--- config.mk ---
export PLATFORM = sky130hd
export DESIGN_NAME = cpw_top
export DESIGN_NICKNAME = d
export VERILOG_FILES = /design/src/design/cpw_pkg.sv /design/src/design/cpw_tbase_if.sv /design/src/design/cpw_timer2_count.sv /design/src/design/cpw_unit.sv /design/src/design/cpw_top.sv
export SDC_FILE = /design/constraint.sdc
export NUM_CORES = 1
export LEC_CHECK = 0
export BUFFER_PORTS_ARGS = -buffer_cell sky130_fd_sc_hd__buf_2
export CORE_MARGIN = 2
export CORE_UTILIZATION = 30
export DETAILED_ROUTE_END_ITERATION = 12
export MAX_ROUTING_LAYER = met4
export RECOVER_POWER = 25
export SKIP_CTS_REPAIR_TIMING = 1
export SLEW_MARGIN = 20
export SYNTH_ARGS = -nofsm -noshare
export SYNTH_HDL_FRONTEND = slang
export SYNTH_SLANG_ARGS = --single-unit
--- constraint.sdc ---
create_clock -name CLK_SYS -period 2.1 [get_ports CLK_SYS]
set_input_delay 0.315 -clock CLK_SYS [delete_from_list [all_inputs] [get_ports CLK_SYS]]
set_output_delay 0.315 -clock CLK_SYS [all_outputs]
set_load 0.005 [all_outputs]
--- src/design/cpw_pkg.sv ---
// shared constants, register map and mode decoding for the compare and pwm unit
`default_nettype none
package cpw_pkg;
    localparam int AW = 4;
    localparam int DW = 8;
    // register word addresses
    localparam logic [3:0] A_U1_CTL = 4'h0;
    localparam logic [3:0] A_U1_LO = 4'h1;
    localparam logic [3:0] A_U1_HI = 4'h2;
    localparam logic [3:0] A_U2_CTL = 4'h3;
    localparam logic [3:0] A_U2_LO = 4'h4;
    localparam logic [3:0] A_U2_HI = 4'h5;
    localparam logic [3:0] A_T2_PER = 4'h6;
    localparam logic [3:0] A_T2_CTL = 4'h7;
    localparam logic [3:0] A_T2_CNT = 4'h8;
    localparam logic [3:0] A_FLAGS = 4'h9;
    localparam logic [3:0] A_PINSEL = 4'ha;
    // mode_select codes
    localparam logic [3:0] M_OFF = 4'h0;
    localparam logic [3:0] M_TOGGLE = 4'h2;
    localparam logic [3:0] M_SET = 4'h8;
    localparam logic [3:0] M_CLR = 4'h9;
    localparam logic [3:0] M_SWIRQ = 4'ha;
    localparam logic [3:0] M_SEV = 4'hb;
    localparam logic [1:0] M_PWM_TOP = 2'h3;
    // field positions
    localparam int CTL_DUTY_LSB = 4;
    localparam int T2_ON_BIT = 2;
    localparam int FLAG_U1 = 0;
    localparam int FLAG_U2 = 1;
    localparam int FLAG_T1OVF = 2;
    localparam int PINSEL_BIT = 0;
    // reset values
    localparam logic [7:0] CTL_RST = 8'h00;
    localparam logic [7:0] VAL_RST = 8'h00;
    localparam logic [7:0] T2_PER_RST = 8'hff;
    localparam logic [7:0] T2_CTL_RST = 8'h00;
    // timing: one instruction cycle is four system clocks
    localparam logic [1:0] INSTR_LAST_PHASE = 2'h3;
    localparam logic [3:0] PRE_MAX4 = 4'h3;
    localparam logic [3:0] PRE_MAX16 = 4'hf;
    localparam logic [15:0] CLKS_PER_INSTR = 16'h0004;

    function automatic logic is_pwm(input logic [3:0] m);
        return m[3:2] == M_PWM_TOP;
    endfunction

    function automatic logic is_cmp(input logic [3:0] m);
        return (m == M_TOGGLE) || (m[3:2] == 2'h2);
    endfunction

    function automatic logic drives_pin(input logic [3:0] m);
        return is_pwm(m) || m == M_TOGGLE || m == M_SET || m == M_CLR;
    endfunction
endpackage
`default_nettype wire

--- src/design/cpw_tbase_if.sv ---
// timer2 time base carried from the timer to both units
`default_nettype none
interface cpw_tbase_if;
    logic [7:0] count;
    logic [9:0] base;
    logic period_end;
    modport src (output count, output base, output period_end);
    modport snk (input count, input base, input period_end);
endinterface
`default_nettype wire

--- src/design/cpw_timer2_count.sv ---
// timer2 with 1/4/16 prescaler, period match and 10-bit pwm time base
`default_nettype none
module cpw_timer2_count (
    input wire logic clk,
    input wire logic rst_n,
    input wire logic enable,
    input wire logic [1:0] prescale,
    input wire logic [7:0] period,
    cpw_tbase_if.src tb
);
    logic [1:0] q_ff;
    logic [3:0] pre_ff;
    logic [7:0] cnt_ff;
    logic pe_ff;
    logic [3:0] pre_max;
    logic instr;
    logic step;

    // prescaler terminal count
    always_comb begin
        case (prescale)
            2'h0: pre_max = 4'h0;
            2'h1: pre_max = cpw_pkg::PRE_MAX4;
            default: pre_max = cpw_pkg::PRE_MAX16;
        endcase
    end

    assign instr = enable && (q_ff == cpw_pkg::INSTR_LAST_PHASE);
    assign step = instr && (pre_ff == pre_max);

    // system clock phase, four per instruction cycle
    always_ff @(posedge clk or negedge rst_n) begin
        if (!rst_n) begin
            q_ff <= 2'h0;
        end else if (enable) begin
            q_ff <= q_ff + 2'h1;
        end
    end

    // prescaler counts instruction cycles
    always_ff @(posedge clk or negedge rst_n) begin
        if (!rst_n) begin
            pre_ff <= 4'h0;
        end else if (step) begin
            pre_ff <= 4'h0;
        end else if (instr) begin
            pre_ff <= pre_ff + 4'h1;
        end
    end

    // count clears on the increment after it equals the period
    always_ff @(posedge clk or negedge rst_n) begin
        if (!rst_n) begin
            cnt_ff <= 8'h00;
            pe_ff <= 1'b0;
        end else begin
            pe_ff <= step && (cnt_ff == period);
            if (step) begin
                cnt_ff <= (cnt_ff == period) ? 8'h00 : cnt_ff + 8'h01;
            end
        end
    end

    // low two bits: clock phase at 1:1, else prescaler bits
    always_comb begin
        case (prescale)
            2'h0: tb.base = {cnt_ff, q_ff};
            2'h1: tb.base = {cnt_ff, pre_ff[1:0]};
            default: tb.base = {cnt_ff, pre_ff[3:2]};
        endcase
    end

    assign tb.count = cnt_ff;
    assign tb.period_end = pe_ff;
endmodule
`default_nettype wire

--- src/design/cpw_unit.sv ---
// one compare/pwm unit: control and value registers, compare actions, pwm output
`default_nettype none
module cpw_unit #(
    parameter bit SECOND = 1'b0
) (
    input wire logic clk,
    input wire logic rst_n,
    input wire logic wr_ctl,
    input wire logic wr_lo,
    input wire logic wr_hi,
    input wire logic [7:0] wdata,
    input wire logic [15:0] t1_count,
    input wire logic adc_en,
    cpw_tbase_if.snk tb,
    output logic [7:0] ctl_ff,
    output logic [7:0] lo_ff,
    output logic [7:0] hi_ff,
    output logic [1:0] dl_ff,
    output logic pin_ff,
    output logic own_ff,
    output logic hit_ff,
    output logic clr_ff,
    output logic adc_ff
);
    logic [3:0] mode;
    logic pwm;
    logic eq;
    logic eq_ff;
    logic hit;

    assign mode = ctl_ff[3:0];
    assign pwm = cpw_pkg::is_pwm(mode);
    assign eq = ({hi_ff, lo_ff} == t1_count);
    assign hit = cpw_pkg::is_cmp(mode) && eq && !eq_ff;

    // control and low value accept writes at any time
    always_ff @(posedge clk or negedge rst_n) begin
        if (!rst_n) begin
            ctl_ff <= cpw_pkg::CTL_RST;
            lo_ff <= cpw_pkg::VAL_RST;
        end else begin
            if (wr_ctl) begin
                ctl_ff <= {2'h0, wdata[5:0]};
            end
            if (wr_lo) begin
                lo_ff <= wdata;
            end
        end
    end

    // high value: duty buffer in pwm, read-only there
    always_ff @(posedge clk or negedge rst_n) begin
        if (!rst_n) begin
            hi_ff <= cpw_pkg::VAL_RST;
            dl_ff <= 2'h0;
        end else if (pwm && tb.period_end) begin
            hi_ff <= lo_ff;
            dl_ff <= ctl_ff[cpw_pkg::CTL_DUTY_LSB +: 2];
        end else if (wr_hi && !pwm) begin
            hi_ff <= wdata;
        end
    end

    // output latch
    always_ff @(posedge clk or negedge rst_n) begin
        if (!rst_n) begin
            pin_ff <= 1'b0;
        end else if (wr_ctl && wdata == 8'h00) begin
            pin_ff <= 1'b0;
        end else if (pwm) begin
            if (tb.period_end) begin
                pin_ff <= ({lo_ff, ctl_ff[5:4]} != 10'h000);
            end else if (tb.base == {hi_ff, dl_ff}) begin
                pin_ff <= 1'b0;
            end
        end else if (hit) begin
            case (mode)
                cpw_pkg::M_TOGGLE: pin_ff <= !pin_ff;
                cpw_pkg::M_SET: pin_ff <= 1'b1;
                cpw_pkg::M_CLR: pin_ff <= 1'b0;
                default: pin_ff <= pin_ff;
            endcase
        end
    end

    // pin ownership, match pulse and special event outputs
    always_ff @(posedge clk or negedge rst_n) begin
        if (!rst_n) begin
            own_ff <= 1'b0;
            eq_ff <= 1'b0;
            hit_ff <= 1'b0;
            clr_ff <= 1'b0;
            adc_ff <= 1'b0;
        end else begin
            own_ff <= cpw_pkg::drives_pin(mode);
            eq_ff <= eq;
            hit_ff <= hit;
            clr_ff <= (mode == cpw_pkg::M_SEV) && eq;
            adc_ff <= SECOND && hit && mode == cpw_pkg::M_SEV && adc_en;
        end
    end
endmodule
`default_nettype wire

--- src/design/cpw_top.sv ---
// compare and pwm block: register port, timer2, two units, pin routing
//
// Our own choices: the address-and-strobe port and the address map.
`default_nettype none
module cpw_top (
    input wire logic CLK_SYS,
    input wire logic RESETN,
    input wire logic [3:0] REG_ADDR,
    input wire logic [7:0] REG_WDATA,
    input wire logic REG_WR,
    input wire logic REG_RD,
    output logic [7:0] REG_RDATA,
    input wire logic [15:0] T1_COUNT,
    input wire logic T1_OVERFLOW,
    input wire logic ADC_ENABLED,
    output logic T1_CLEAR,
    output logic ADC_START,
    output logic [2:0] IRQ_FLAGS,
    output logic UNIT1_PIN,
    output logic UNIT1_PIN_OE,
    output logic ALT_PIN_A,
    output logic ALT_PIN_A_OE,
    output logic ALT_PIN_B,
    output logic ALT_PIN_B_OE
);
    logic [7:0] rdata_ff;
    logic [7:0] t2_per_ff;
    logic [7:0] t2_ctl_ff;
    logic [2:0] flags_ff;
    logic pinsel_ff;
    logic t1_clear_ff;
    logic alt_a_ff;
    logic alt_a_oe_ff;
    logic alt_b_ff;
    logic alt_b_oe_ff;
    logic [7:0] rd_mux;
    logic w_u1_ctl;
    logic w_u2_ctl;
    logic w_flags;
    logic [7:0] u1_ctl;
    logic [7:0] u1_lo;
    logic [7:0] u1_hi;
    logic [1:0] u1_dl;
    logic u1_pin;
    logic u1_own;
    logic u1_hit;
    logic u1_clr;
    logic [7:0] u2_ctl;
    logic [7:0] u2_lo;
    logic [7:0] u2_hi;
    logic [1:0] u2_dl;
    logic u2_pin;
    logic u2_own;
    logic u2_hit;
    logic u2_clr;
    logic u2_adc;

    cpw_tbase_if tb ();

    // write strobes for both unit control registers and the flags
    assign w_u1_ctl = REG_WR && REG_ADDR == cpw_pkg::A_U1_CTL;
    assign w_u2_ctl = REG_WR && REG_ADDR == cpw_pkg::A_U2_CTL;
    assign w_flags = REG_WR && REG_ADDR == cpw_pkg::A_FLAGS;

    cpw_timer2_count u_timer2_count (
        .clk(CLK_SYS),
        .rst_n(RESETN),
        .enable(t2_ctl_ff[cpw_pkg::T2_ON_BIT]),
        .prescale(t2_ctl_ff[1:0]),
        .period(t2_per_ff),
        .tb(tb.src)
    );

    cpw_unit #(.SECOND(1'b0)) u_unit1 (
        .clk(CLK_SYS),
        .rst_n(RESETN),
        .wr_ctl(w_u1_ctl),
        .wr_lo(REG_WR && REG_ADDR == cpw_pkg::A_U1_LO),
        .wr_hi(REG_WR && REG_ADDR == cpw_pkg::A_U1_HI),
        .wdata(REG_WDATA),
        .t1_count(T1_COUNT),
        .adc_en(1'b0),
        .tb(tb.snk),
        .ctl_ff(u1_ctl),
        .lo_ff(u1_lo),
        .hi_ff(u1_hi),
        .dl_ff(u1_dl),
        .pin_ff(u1_pin),
        .own_ff(u1_own),
        .hit_ff(u1_hit),
        .clr_ff(u1_clr),
        .adc_ff()
    );

    cpw_unit #(.SECOND(1'b1)) u_unit2 (
        .clk(CLK_SYS),
        .rst_n(RESETN),
        .wr_ctl(w_u2_ctl),
        .wr_lo(REG_WR && REG_ADDR == cpw_pkg::A_U2_LO),
        .wr_hi(REG_WR && REG_ADDR == cpw_pkg::A_U2_HI),
        .wdata(REG_WDATA),
        .t1_count(T1_COUNT),
        .adc_en(ADC_ENABLED),
        .tb(tb.snk),
        .ctl_ff(u2_ctl),
        .lo_ff(u2_lo),
        .hi_ff(u2_hi),
        .dl_ff(u2_dl),
        .pin_ff(u2_pin),
        .own_ff(u2_own),
        .hit_ff(u2_hit),
        .clr_ff(u2_clr),
        .adc_ff(u2_adc)
    );

    // timer2 period, control and second pin select registers
    always_ff @(posedge CLK_SYS or negedge RESETN) begin
        if (!RESETN) begin
            t2_per_ff <= cpw_pkg::T2_PER_RST;
            t2_ctl_ff <= cpw_pkg::T2_CTL_RST;
            pinsel_ff <= 1'b0;
        end else if (REG_WR) begin
            case (REG_ADDR)
                cpw_pkg::A_T2_PER: t2_per_ff <= REG_WDATA;
                cpw_pkg::A_T2_CTL: t2_ctl_ff <= {5'h00, REG_WDATA[2:0]};
                cpw_pkg::A_PINSEL: pinsel_ff <= REG_WDATA[cpw_pkg::PINSEL_BIT];
                default: pinsel_ff <= pinsel_ff;
            endcase
        end
    end

    // sticky flags, write one to clear, a new event wins over the clear
    always_ff @(posedge CLK_SYS or negedge RESETN) begin
        if (!RESETN) begin
            flags_ff <= 3'h0;
        end else begin
            flags_ff[cpw_pkg::FLAG_U1] <= u1_hit ||
                (flags_ff[cpw_pkg::FLAG_U1] && !(w_flags && REG_WDATA[cpw_pkg::FLAG_U1]));
            flags_ff[cpw_pkg::FLAG_U2] <= u2_hit ||
                (flags_ff[cpw_pkg::FLAG_U2] && !(w_flags && REG_WDATA[cpw_pkg::FLAG_U2]));
            // only a true overflow sets this; the special event clear does not
            flags_ff[cpw_pkg::FLAG_T1OVF] <= T1_OVERFLOW ||
                (flags_ff[cpw_pkg::FLAG_T1OVF] && !(w_flags && REG_WDATA[cpw_pkg::FLAG_T1OVF]));
        end
    end

    // read multiplexer, unmapped addresses read zero
    always_comb begin
        case (REG_ADDR)
            cpw_pkg::A_U1_CTL: rd_mux = u1_ctl;
            cpw_pkg::A_U1_LO: rd_mux = u1_lo;
            cpw_pkg::A_U1_HI: rd_mux = u1_hi;
            cpw_pkg::A_U2_CTL: rd_mux = u2_ctl;
            cpw_pkg::A_U2_LO: rd_mux = u2_lo;
            cpw_pkg::A_U2_HI: rd_mux = u2_hi;
            cpw_pkg::A_T2_PER: rd_mux = t2_per_ff;
            cpw_pkg::A_T2_CTL: rd_mux = t2_ctl_ff;
            cpw_pkg::A_T2_CNT: rd_mux = tb.count;
            cpw_pkg::A_FLAGS: rd_mux = {5'h00, flags_ff};
            cpw_pkg::A_PINSEL: rd_mux = {7'h00, pinsel_ff};
            default: rd_mux = 8'h00;
        endcase
    end

    // read data stands only in the cycle after the strobe
    always_ff @(posedge CLK_SYS or negedge RESETN) begin
        if (!RESETN) begin
            rdata_ff <= 8'h00;
        end else begin
            rdata_ff <= REG_RD ? rd_mux : 8'h00;
        end
    end

    // timer1 clear request from either unit, dropped at once if the value moved after the trigger
    always_ff @(posedge CLK_SYS or negedge RESETN) begin
        if (!RESETN) begin
            t1_clear_ff <= 1'b0;
        end else begin
            t1_clear_ff <= (u1_clr && {u1_hi, u1_lo} == T1_COUNT) ||
                (u2_clr && {u2_hi, u2_lo} == T1_COUNT);
        end
    end

    // second unit pin routed to one of two port pins
    always_ff @(posedge CLK_SYS or negedge RESETN) begin
        if (!RESETN) begin
            alt_a_ff <= 1'b0;
            alt_a_oe_ff <= 1'b0;
            alt_b_ff <= 1'b0;
            alt_b_oe_ff <= 1'b0;
        end else begin
            alt_a_ff <= !pinsel_ff && u2_pin;
            alt_a_oe_ff <= !pinsel_ff && u2_own;
            alt_b_ff <= pinsel_ff && u2_pin;
            alt_b_oe_ff <= pinsel_ff && u2_own;
        end
    end

    assign REG_RDATA = rdata_ff;
    assign T1_CLEAR = t1_clear_ff;
    assign ADC_START = u2_adc;
    assign IRQ_FLAGS = flags_ff;
    assign UNIT1_PIN = u1_pin;
    assign UNIT1_PIN_OE = u1_own;
    assign ALT_PIN_A = alt_a_ff;
    assign ALT_PIN_A_OE = alt_a_oe_ff;
    assign ALT_PIN_B = alt_b_ff;
    assign ALT_PIN_B_OE = alt_b_oe_ff;

    // helper: cycles between period ends, valid once settings are steady
    logic [15:0] gap_ff;
    logic gap_ok_ff;
    logic [15:0] ps_val;
    logic [15:0] exp_gap;
    logic u1_pwm;
    logic [3:0] u1_mode;

    assign u1_mode = u1_ctl[3:0];
    assign u1_pwm = cpw_pkg::is_pwm(u1_mode);
    assign ps_val = (t2_ctl_ff[1:0] == 2'h0) ? 16'h0001 : (t2_ctl_ff[1] ? 16'h0010 : 16'h0004);
    assign exp_gap = 16'(({8'h00, t2_per_ff} + 16'h0001) * cpw_pkg::CLKS_PER_INSTR * ps_val);

    always_ff @(posedge CLK_SYS or negedge RESETN) begin
        if (!RESETN) begin
            gap_ff <= 16'h0000;
            gap_ok_ff <= 1'b0;
        end else begin
            gap_ff <= tb.period_end ? 16'h0001 : gap_ff + 16'h0001;
            if (REG_WR && (REG_ADDR == cpw_pkg::A_T2_PER || REG_ADDR == cpw_pkg::A_T2_CTL)) begin
                gap_ok_ff <= 1'b0;
            end else if (tb.period_end) begin
                gap_ok_ff <= 1'b1;
            end
        end
    end

    pwm_period_a: assert property (@(posedge CLK_SYS) disable iff (!RESETN)
        tb.period_end && gap_ok_ff |-> gap_ff == exp_gap)
        else $error("pwm period length wrong");

    ctl_zero_a: assert property (@(posedge CLK_SYS) disable iff (!RESETN)
        w_u1_ctl && REG_WDATA == 8'h00 |=> !UNIT1_PIN ##1 !UNIT1_PIN_OE)
        else $error("control clear did not drop latch and pin");

    swirq_flag_a: assert property (@(posedge CLK_SYS) disable iff (!RESETN)
        u1_hit && $past(u1_mode) == cpw_pkg::M_SWIRQ |=> IRQ_FLAGS[0] && !UNIT1_PIN_OE)
        else $error("software interrupt match did not set flag");

    sev_clear_a: assert property (@(posedge CLK_SYS) disable iff (!RESETN)
        (u1_mode == cpw_pkg::M_SEV && {u1_hi, u1_lo} == T1_COUNT)[*2] |=> T1_CLEAR && !UNIT1_PIN_OE)
        else $error("special event did not request timer1 clear");

    adc_start_a: assert property (@(posedge CLK_SYS) disable iff (!RESETN)
        ADC_START |-> $past(ADC_ENABLED) && $past(u2_ctl[3:0]) == cpw_pkg::M_SEV)
        else $error("conversion start without enabled special event");

    sev_drop_a: assert property (@(posedge CLK_SYS) disable iff (!RESETN)
        !u1_clr && !u2_clr |=> !T1_CLEAR)
        else $error("timer1 clear held after equality removed");

    ovf_flag_a: assert property (@(posedge CLK_SYS) disable iff (!RESETN)
        $rose(IRQ_FLAGS[2]) |-> $past(T1_OVERFLOW))
        else $error("timer1 overflow flag set without overflow");

    pwm_set_a: assert property (@(posedge CLK_SYS) disable iff (!RESETN)
        u1_pwm && tb.period_end && !w_u1_ctl |=> UNIT1_PIN == ($past({u1_lo, u1_ctl[5:4]}) != 10'h000))
        else $error("pwm pin wrong at period end");

    duty_load_a: assert property (@(posedge CLK_SYS) disable iff (!RESETN)
        u1_pwm && tb.period_end |=> u1_hi == $past(u1_lo) && u1_dl == $past(u1_ctl[5:4]))
        else $error("duty not transferred at period end");

    hi_ro_a: assert property (@(posedge CLK_SYS) disable iff (!RESETN)
        u1_pwm && !tb.period_end |=> $stable(u1_hi))
        else $error("high value changed while in pwm");

    pwm_clear_a: assert property (@(posedge CLK_SYS) disable iff (!RESETN)
        u1_pwm && !tb.period_end && !w_u1_ctl && tb.base == {u1_hi, u1_dl} |=> !UNIT1_PIN)
        else $error("pwm pin not cleared at duty match");

    t2_wrap_a: assert property (@(posedge CLK_SYS) disable iff (!RESETN)
        tb.period_end |-> tb.count == 8'h00 && $past(tb.count) == t2_per_ff)
        else $error("timer2 did not clear after period match");

    alt_pin_a: assert property (@(posedge CLK_SYS) disable iff (!RESETN)
        pinsel_ff && u2_own |=> ALT_PIN_B_OE && !ALT_PIN_A_OE)
        else $error("second unit pin routed to wrong port pin");
endmodule
`default_nettype wire

Word-level counts from Yosys, hierarchy flattened
Cells that the tools add are included.

Bits of input ports: 34. Register bits after elaboration: 102. Output and inout port bits: 19. Word-level logic and storage cells: 166.

Reduce and logical (&&, ||, !) cells: 75. $add $sub $neg: 3. Equal/unequal tests: 32. Mux-type cells: 23.

Operator list (count): 8-bit one-hot mux with 11 select lines (1); 8-bit two-way mux (6); 4-bit equality test, second input constant (9); 1-bit logical AND (36); 16-bit equality test (2); 10-bit equality test (2); 10-bit nonzero test (2); 4-bit by 2-bit equality test with 1-bit output, second input constant (4); 4-bit by 3-bit equality test with 1-bit output, second input constant (4); 1-bit logical OR (12); 2-bit equality test, second input constant (5); 1-bit zero test (10); 1-bit two-way mux (10); 5-bit nonzero test (2); 8-bit by 1-bit adder with 8-bit output, second input constant (1); 8-bit equality test (1); 8-bit zero test (1); 4-bit two-way mux (2); 4-bit != test, second input constant (2); 4-bit one-hot mux with 2 select lines (1); 1-bit one-hot mux with 3 select lines (2); 2-bit AND reduction (3); 3-bit AND reduction (2); 2-bit nonzero test (3); 9 further kinds (10).

Depth between registers and ports, before layout
Gate-level depths: netlist (run 1).

Word-level depth: 7. Depth in mapped cells: 8. Depth with buffers taken out: 6.

Cells and area by module
Synthesis (run 1) repeated with hierarchy kept, for this count alone.

Cells, all modules: 607. Area, all modules: 6356.1 µm².

Modules (own cells, without submodules): cpw_top (cells an instance 217, seq. area each 710.7 µm², area each 2123.3 µm², times used 1); cpw_unit at u_unit1 (cells an instance 145, seq. area each 725.7 µm², area each 1636.6 µm², times used 1); cpw_unit at u_unit2 (cells an instance 144, seq. area each 750.7 µm², area each 1629.1 µm², times used 1); cpw_timer2_count (cells an instance 101, seq. area each 375.4 µm², area each 967.2 µm², times used 1).

Worst setup path before layout (run 1)
Ideal clock, no wire load.

Path kind: register to register. Start: reg t2_ctl_ff[1]. End: reg u_timer2_count.cnt_ff[3] (netlist: u_timer2_count.tb.count[3]). Library setup time: 0.066 ns. Data required time: 2.034 ns. Path buffers: 1. Slack: 0.009 ns. Clock period less this slack: 2.091 ns. Arrival time: 2.025 ns. Stages on the path, launching flop included: 7. Cell sequence: dfrtp_1 buf_6 or4_1 a221o_1 or2_4 or3b_1 nand2_1.

Word-level cells in the longest chain between the ends: 4. Elaborated cells on any way between the ends: 5. Those cells by class: 2 x eq/ne; 1 x mux; 2 x reduce/logical.

RTL lines: from (decl) (RTL line cpw_top.sv:28) `logic [7:0] t2_ctl_ff;`; from (signal assigned) (RTL line cpw_top.sv:120) `t2_ctl_ff <= cpw_pkg::T2_CTL_RST;`; from (signal assigned) (RTL line cpw_top.sv:125) `cpw_pkg::A_T2_CTL: t2_ctl_ff <= {5'h00, REG_WDATA[2:0]};`; 2-bit by 1-bit equality test with 1-bit output / 2-bit zero test (equally long branches) (RTL line cpw_timer2_count.sv:21) `case (prescale)`; 4-bit one-hot mux with 2 select lines * (RTL line cpw_timer2_count.sv:21); 4-bit equality test * (RTL line cpw_timer2_count.sv:29) `assign step = instr && (pre_ff == pre_max);`; 1-bit logical AND * (RTL line cpw_timer2_count.sv:29); to (signal assigned) (RTL line cpw_timer2_count.sv:59) `cnt_ff <= (cnt_ff == period) ? 8'h00 : cnt_ff + 8'h01;`; to (decl) (RTL line cpw_timer2_count.sv:13) `logic [7:0] cnt_ff;`.

Every way passes the cells marked *; elsewhere a longest branch is shown, timed or not. A chain may end at the register's enable or synchronous reset.

Final worst setup path (run 1)
Start: reg u_timer2_count.pre_ff[0]. End: reg u_timer2_count.cnt_ff[3] (netlist: u_timer2_count.tb.count[3]).

Word-level cells in the longest chain between the ends: 2.

RTL lines: from (decl) (RTL line cpw_timer2_count.sv:12) `logic [3:0] pre_ff;`; from (signal assigned) (RTL line cpw_timer2_count.sv:47) `pre_ff <= pre_ff + 4'h1;`; 4-bit equality test (RTL line cpw_timer2_count.sv:29); 1-bit logical AND (RTL line cpw_timer2_count.sv:29).

Every way passes these cells.

==> impl_metrics.ini, run 1 <==
[power_and_ir_drop]
power_mw = 6.49
power_density_nw_per_um2 = 950
ir_drop_v = 0.000451
leakage_nw = 3.10

[timing]
finClkSkew_ns = 0.00794
tns_ns = 0
fin_ws_ns = 0.0894
grt_setup_unrepaired = no
layout_min_cycle_time_ns = 2.01
holdWs_ns = 0.141
drv_slew = 0
slew_headroom = 0.419
fmax_mhz = 497
fin_crit_sh = 0.957
worstMarginPinSlew_ns = 0.871
hold_violations = 0
setup_viol = 0

[floorplan]
die_h_um = 141
initial_core_util = 0.303
pin_count = 53
die_area_um2 = 19800
chipWidth_um = 141
core_area_um2 = 18500
std_cell_rows = 50

[clock_network]
cts_tree = yes
clkTransAtPathRegs_ns = 0.07
root_buffer = clkbuf_16
max-clock-path-buffers = 2
numCtsBuffers = 9
cts.sink_count = 102
clock_latency_ns = 0.36
cts_htree_levels = 3

[final_layout]
final_common_cell = dfrtp_1
syn2layout_area_growth_pct = 21.6
regArea_um2 = 2560
diodes = 0
nets = 684
drive_above_1_share = 0.288
fin_cells = 886
multi_input_area_um2 = 2900
final_cell_mix = dfrtp_1, buf_4, mux2_2, buf_2, nand2_1
fill_cells = 1851
final_area_um2 = 6830
fin_util = 0.369

[setup_path]
worst_setup_path_start_kind = flip-flop
reg2regPathDepth = 5
crit_arrival_ns = 2.31
max_stage_delay_ns = 0.52
critical_path.startpoint = u_timer2_count.pre_ff[0]
critPathMaxFanout = 2
path_cells = or4_1 > a221o_1 > or2_4 > or3b_1 > nand2_1
timing.rr.start = u_timer2_count.pre_ff[0]
critPathCaptureType = flip-flop
regToRegEndpoint = u_timer2_count.tb.count[3]
crit_family = simple AND/OR/NAND/NOR gates
rrSetupSlack_ns = 0.09
path_buf_inv = 0
critical_path.slowest_cell = or4_1
cp.depth = 5
worst_ep_required_time_ns = 2.40
setup.worst_path.class = flip-flop to flip-flop

[hold_path]
min-delay-start = T1_OVERFLOW
holdCritPathClass = input pin to flip-flop
min_path_cells = 2
holdPathEnd = IRQ_FLAGS[2]

[logic_synthesis]
syn_inst = 553
synth.cell_area_um2 = 5620
synth_edf_count = 0
async_flop_share = 1.00
yosysUniqueCellTypes = 47
ys_warn_count = 0
synth_area_per_cell_um2 = 10.2
yosys_most_used_dff = dfrtp_1
ys_ff_latch = 102
yosysSeqAreaShare = 0.456
syn_nets = 590

[detailed_routing]
vias = 4626
drt-total-wl_um = 17700
drt_iter0_markers = 344
routedWlPerCell_um = 20.0
antenna_left = 0
vias_per_cell = 5.22
firstDrtPassIters = 5
drcViolationCount = 0

[placement]
dp_slack_ns = 0.105
gp_congestion = 0.951
dpl_cell_area_um2 = 6520
hpwl_um = 13600
io_buffers = 52
placedCellCount = 869

[outcome]
outcome = complete, no violations

[global_routing]
antenna_found_initial = 0
grt_pass1_wl_um = 27500
overflow = 0
grt_use_total = 0.190
grt_max_degree = 57
grt_pass1_vias = 4566

[run]
cap_violations = 0
[cell families (layout without fill, tap and decap cells)]
kind of cell,Yosys count,in the layout,share of synthesized area
AO/OA/AOI/OAI,96,96,0.108
XOR/XNOR,63,63,0.0982
flip-flops,102,102,0.456
buffers and inverters,42,141,0.0294
multiplexers,80,80,0.156
AND/OR/NAND/NOR,167,167,0.146
adder cells (fa/ha/maj),3,3,0.00668
[registers in the layout, summed over array words and instances (netlist names), 3 cells and up]
signal / flops
u_timer2_count.tb.count: 8
u_unit1.lo_ff: 8
u_timer2_count.pre_ff: 4
t2_per_ff: 8
u_unit2.ctl_ff: 6
u_unit2.lo_ff: 8
u_unit1.ctl_ff: 6
REG_RDATA: 8
t2_ctl_ff: 3
u_unit2.hi_ff: 8
u_unit1.hi_ff: 8
IRQ_FLAGS: 3
[area by class of cell]
type | count | area share
multi-input combinational | 409 | 0.424
sequential | 102 | 0.375
timing repair buffer | 114 | 0.107
tap | 234 | 0.0428
clock buffer | 10 | 0.0350
clock inverter | 6 | 0.0101
inverter | 11 | 0.00604
[per-layer routing]
| metal | part of all wire | track usage |
|---|---|---|
| met5 | 0 | - |
| met4 | 0.018 | 0.0505 |
| met3 | 0.056 | 0.0316 |
| met2 | 0.44 | 0.280 |
| met1 | 0.48 | 0.272 |
[worst register-to-register path: stages (launching register included)]
cell and delay [ns]:
dfrtp_1 0.38, or4_1 0.52, a221o_1 0.37, or2_4 0.25, or3b_1 0.36, nand2_1 0.07
[power by group]
group          switching [mW]  internal [mW]  total, mW
Clock                   0.785          0.966       1.75
Sequential              0.425           2.36       2.79
Combinational           0.969          0.986       1.96
Total                    2.18           4.32       6.49
[how the worst max path moves through the flow]
stage                     slack (ns)                          to
after floorplan                0.009  u_timer2_count.tb.count[3]
after global placement          0.12  u_timer2_count.tb.count[3]
after detailed placement        0.11  u_timer2_count.tb.count[3]
after CTS                        0.1  u_timer2_count.tb.count[3]
after global routing            0.04  u_timer2_count.tb.count[3]
final                           0.09  u_timer2_count.tb.count[3]
[synthesized netlist by cell type (3+ instances only)]
cell type | n | area share
o22ai_1 | 8 | 0.0089
a21oi_1 | 13 | 0.012
nor3_1 | 6 | 0.0053
xnor2_1 | 42 | 0.065
mux2i_1 | 29 | 0.052
dfstp_2 | 8 | 0.037
o21ai_0 | 37 | 0.033
mux2_2 | 50 | 0.10
nor2b_1 | 12 | 0.013
or3_1 | 3 | 0.0033
clkbuf_1 | 28 | 0.019
a22oi_1 | 8 | 0.011
nand2_1 | 46 | 0.031
o22a_1 | 4 | 0.0062
and3_1 | 11 | 0.012
a22o_1 | 3 | 0.0047
ha_1 | 3 | 0.0067
a31oi_1 | 5 | 0.0056
and2_1 | 7 | 0.0078
nand4_1 | 10 | 0.011
a21o_1 | 3 | 0.0040
nand2b_1 | 4 | 0.0045
nor4_1 | 11 | 0.012
nor2_1 | 37 | 0.025
dfrtp_1 | 94 | 0.42
inv_1 | 11 | 0.0073
xor2_1 | 21 | 0.033
o31ai_1 | 4 | 0.0053
nand3_1 | 14 | 0.012
Power figures use the tool's default switching activity.
==> run 2, diff against run 1 <==
CTS_BUF_LIST = sky130_fd_sc_hd__clkbuf_4   (was unset)
clock period = 2.6 ns   (was 2.1 ns; I/O delays follow)
==> run 2 against run 1 <==
- combinational power fell by 34%
- clock power fell by 41%
- non-clock buffer count fell by 41
- highest routed layer unchanged
- critical path type unchanged
- count of clock-buffer cells in the layout fell by 1
- core utilization fell by 2.3 points
- sequential power fell by 14%
- fmax fell by 6.9%
- via count fell by 1.3%
==> impl_metrics.ini, run 2 (same netlist as run 1, synthesis figures left out) <==
[timing]
layout_min_cycle_time_ns = 2.16
finClkSkew_ns = 0.0167
drv_slew = 0
fmax_mhz = 463
hold_violations = 0
worstMarginPinSlew_ns = 1.09
setup_viol = 0
fin_crit_sh = 0.831
tns_ns = 0
slew_headroom = 0.273
grt_setup_unrepaired = no

[final_layout]
diodes = 0
fin_util = 0.346
regArea_um2 = 2560
final_cell_mix = dfrtp_1, buf_2, mux2_2, nand2_1, xnor2_1
nets = 643
drive_above_1_share = 0.239
syn2layout_area_growth_pct = 13.9
fill_cells = 1905
multi_input_area_um2 = 2890
final_common_cell = dfrtp_1

[setup_path]
critical_path.slowest_cell = or4_1
critPathCaptureType = flip-flop
setup.worst_path.class = flip-flop to flip-flop
worst_ep_required_time_ns = 3.00
max_stage_delay_ns = 0.68
crit_family = simple AND/OR/NAND/NOR gates
critPathMaxFanout = 5
path_cells = xnor2_1 > nand4_1 > or4_1 > o31ai_1 > nor2_1 > mux2i_1
path_buf_inv = 0
worst_setup_path_start_kind = flip-flop
crit_arrival_ns = 2.56

[clock_network]
clock_latency_ns = 0.49
cts_tree = yes
numCtsBuffers = 9
root_buffer = clkbuf_4
cts.sink_count = 102
cts_htree_levels = 3
max-clock-path-buffers = 2
clkTransAtPathRegs_ns = 0.16

[placement]
io_buffers = 52
gp_congestion = 0.973
hpwl_um = 12700

[floorplan]
initial_core_util = 0.303
std_cell_rows = 50
chipWidth_um = 141
core_area_um2 = 18500
die_area_um2 = 19800
die_h_um = 141
pin_count = 53

[global_routing]
grt_max_degree = 47
grt_pass1_wl_um = 27100
grt_use_total = 0.185
antenna_found_initial = 0
grt_pass1_vias = 4397
overflow = 0

[detailed_routing]
vias_per_cell = 5.40
drt-total-wl_um = 17100
drt_iter0_markers = 354
vias = 4565
wl_met2_um = 7630
drcViolationCount = 0
antenna_left = 0
firstDrtPassIters = 5
m1WireLength_um = 7900
dr.max_layer_used = met4
wl_met3_um = 1160
routedWlPerCell_um = 20.3

[hold_path]
holdCritPathClass = input pin to flip-flop

[outcome]
outcome = complete, no violations

[power_and_ir_drop]
leakage_nw = 2.85
ir_drop_v = 0.000349
power_density_nw_per_um2 = 735

[run]
cap_violations = 0
==> run 2: where the power goes <==
group	internal, mW	switching, mW
clock	0.482	0.546
sequential	1.90	0.482
combinational	0.662	0.628
==> run 2: worst paths after layout <==
path                                                    to        startpoint  slack, ns  cells past startpoint
worst min-delay path                          IRQ_FLAGS[2]       T1_OVERFLOW       0.08                      2
min in group asynchronous       u_timer2_count.tb.count[4]            RESETN       0.62                      2
worst max register to register              u_unit2.pin_ff  u_unit2.lo_ff[5]       0.44                      6
worst min register to register                IRQ_FLAGS[0]    u_unit1.hit_ff       0.45                      1
max in group asynchronous                u_unit1.ctl_ff[1]            RESETN       1.09                      3
worst max-delay path                        u_unit2.pin_ff  u_unit2.lo_ff[5]       0.44                      6
==> run 2: per-layer routing <==
metal  up-vias  GRT usage
li1       2070          -
met1      2255      0.260
met2       201      0.268
met3        39     0.0414
met4         0     0.0547
met5         -          -
==> run 2: cell type report <==
cell class | instances | area share
multi-input cells | 409 | 0.452
inverters | 11 | 0.00645
repair buffers | 73 | 0.0676
clock buffers | 9 | 0.0106
flip-flops and latches | 102 | 0.400
well taps | 234 | 0.0457
clock inverters | 7 | 0.0174
==> run 2: through the flow <==
| stage | hold slack [ns] | total power [mW] | setup WS (ns) | instance area, µm² | std cells |
|---|---|---|---|---|---|
| floorplan | 0.0944 | 3.11 | 0.509 | 5620 | 553 |
| global placement | 0.408 | 3.66 | 0.427 | 6210 | 828 |
| detailed placement | 0.414 | 3.68 | 0.455 | 6210 | 828 |
| CTS | -0.145 | 4.71 | 0.451 | 6390 | 844 |
| global route | 0.0372 | 4.97 | 0.284 | 6400 | 845 |
| finish | 0.0813 | 4.70 | 0.439 | 6400 | 845 |
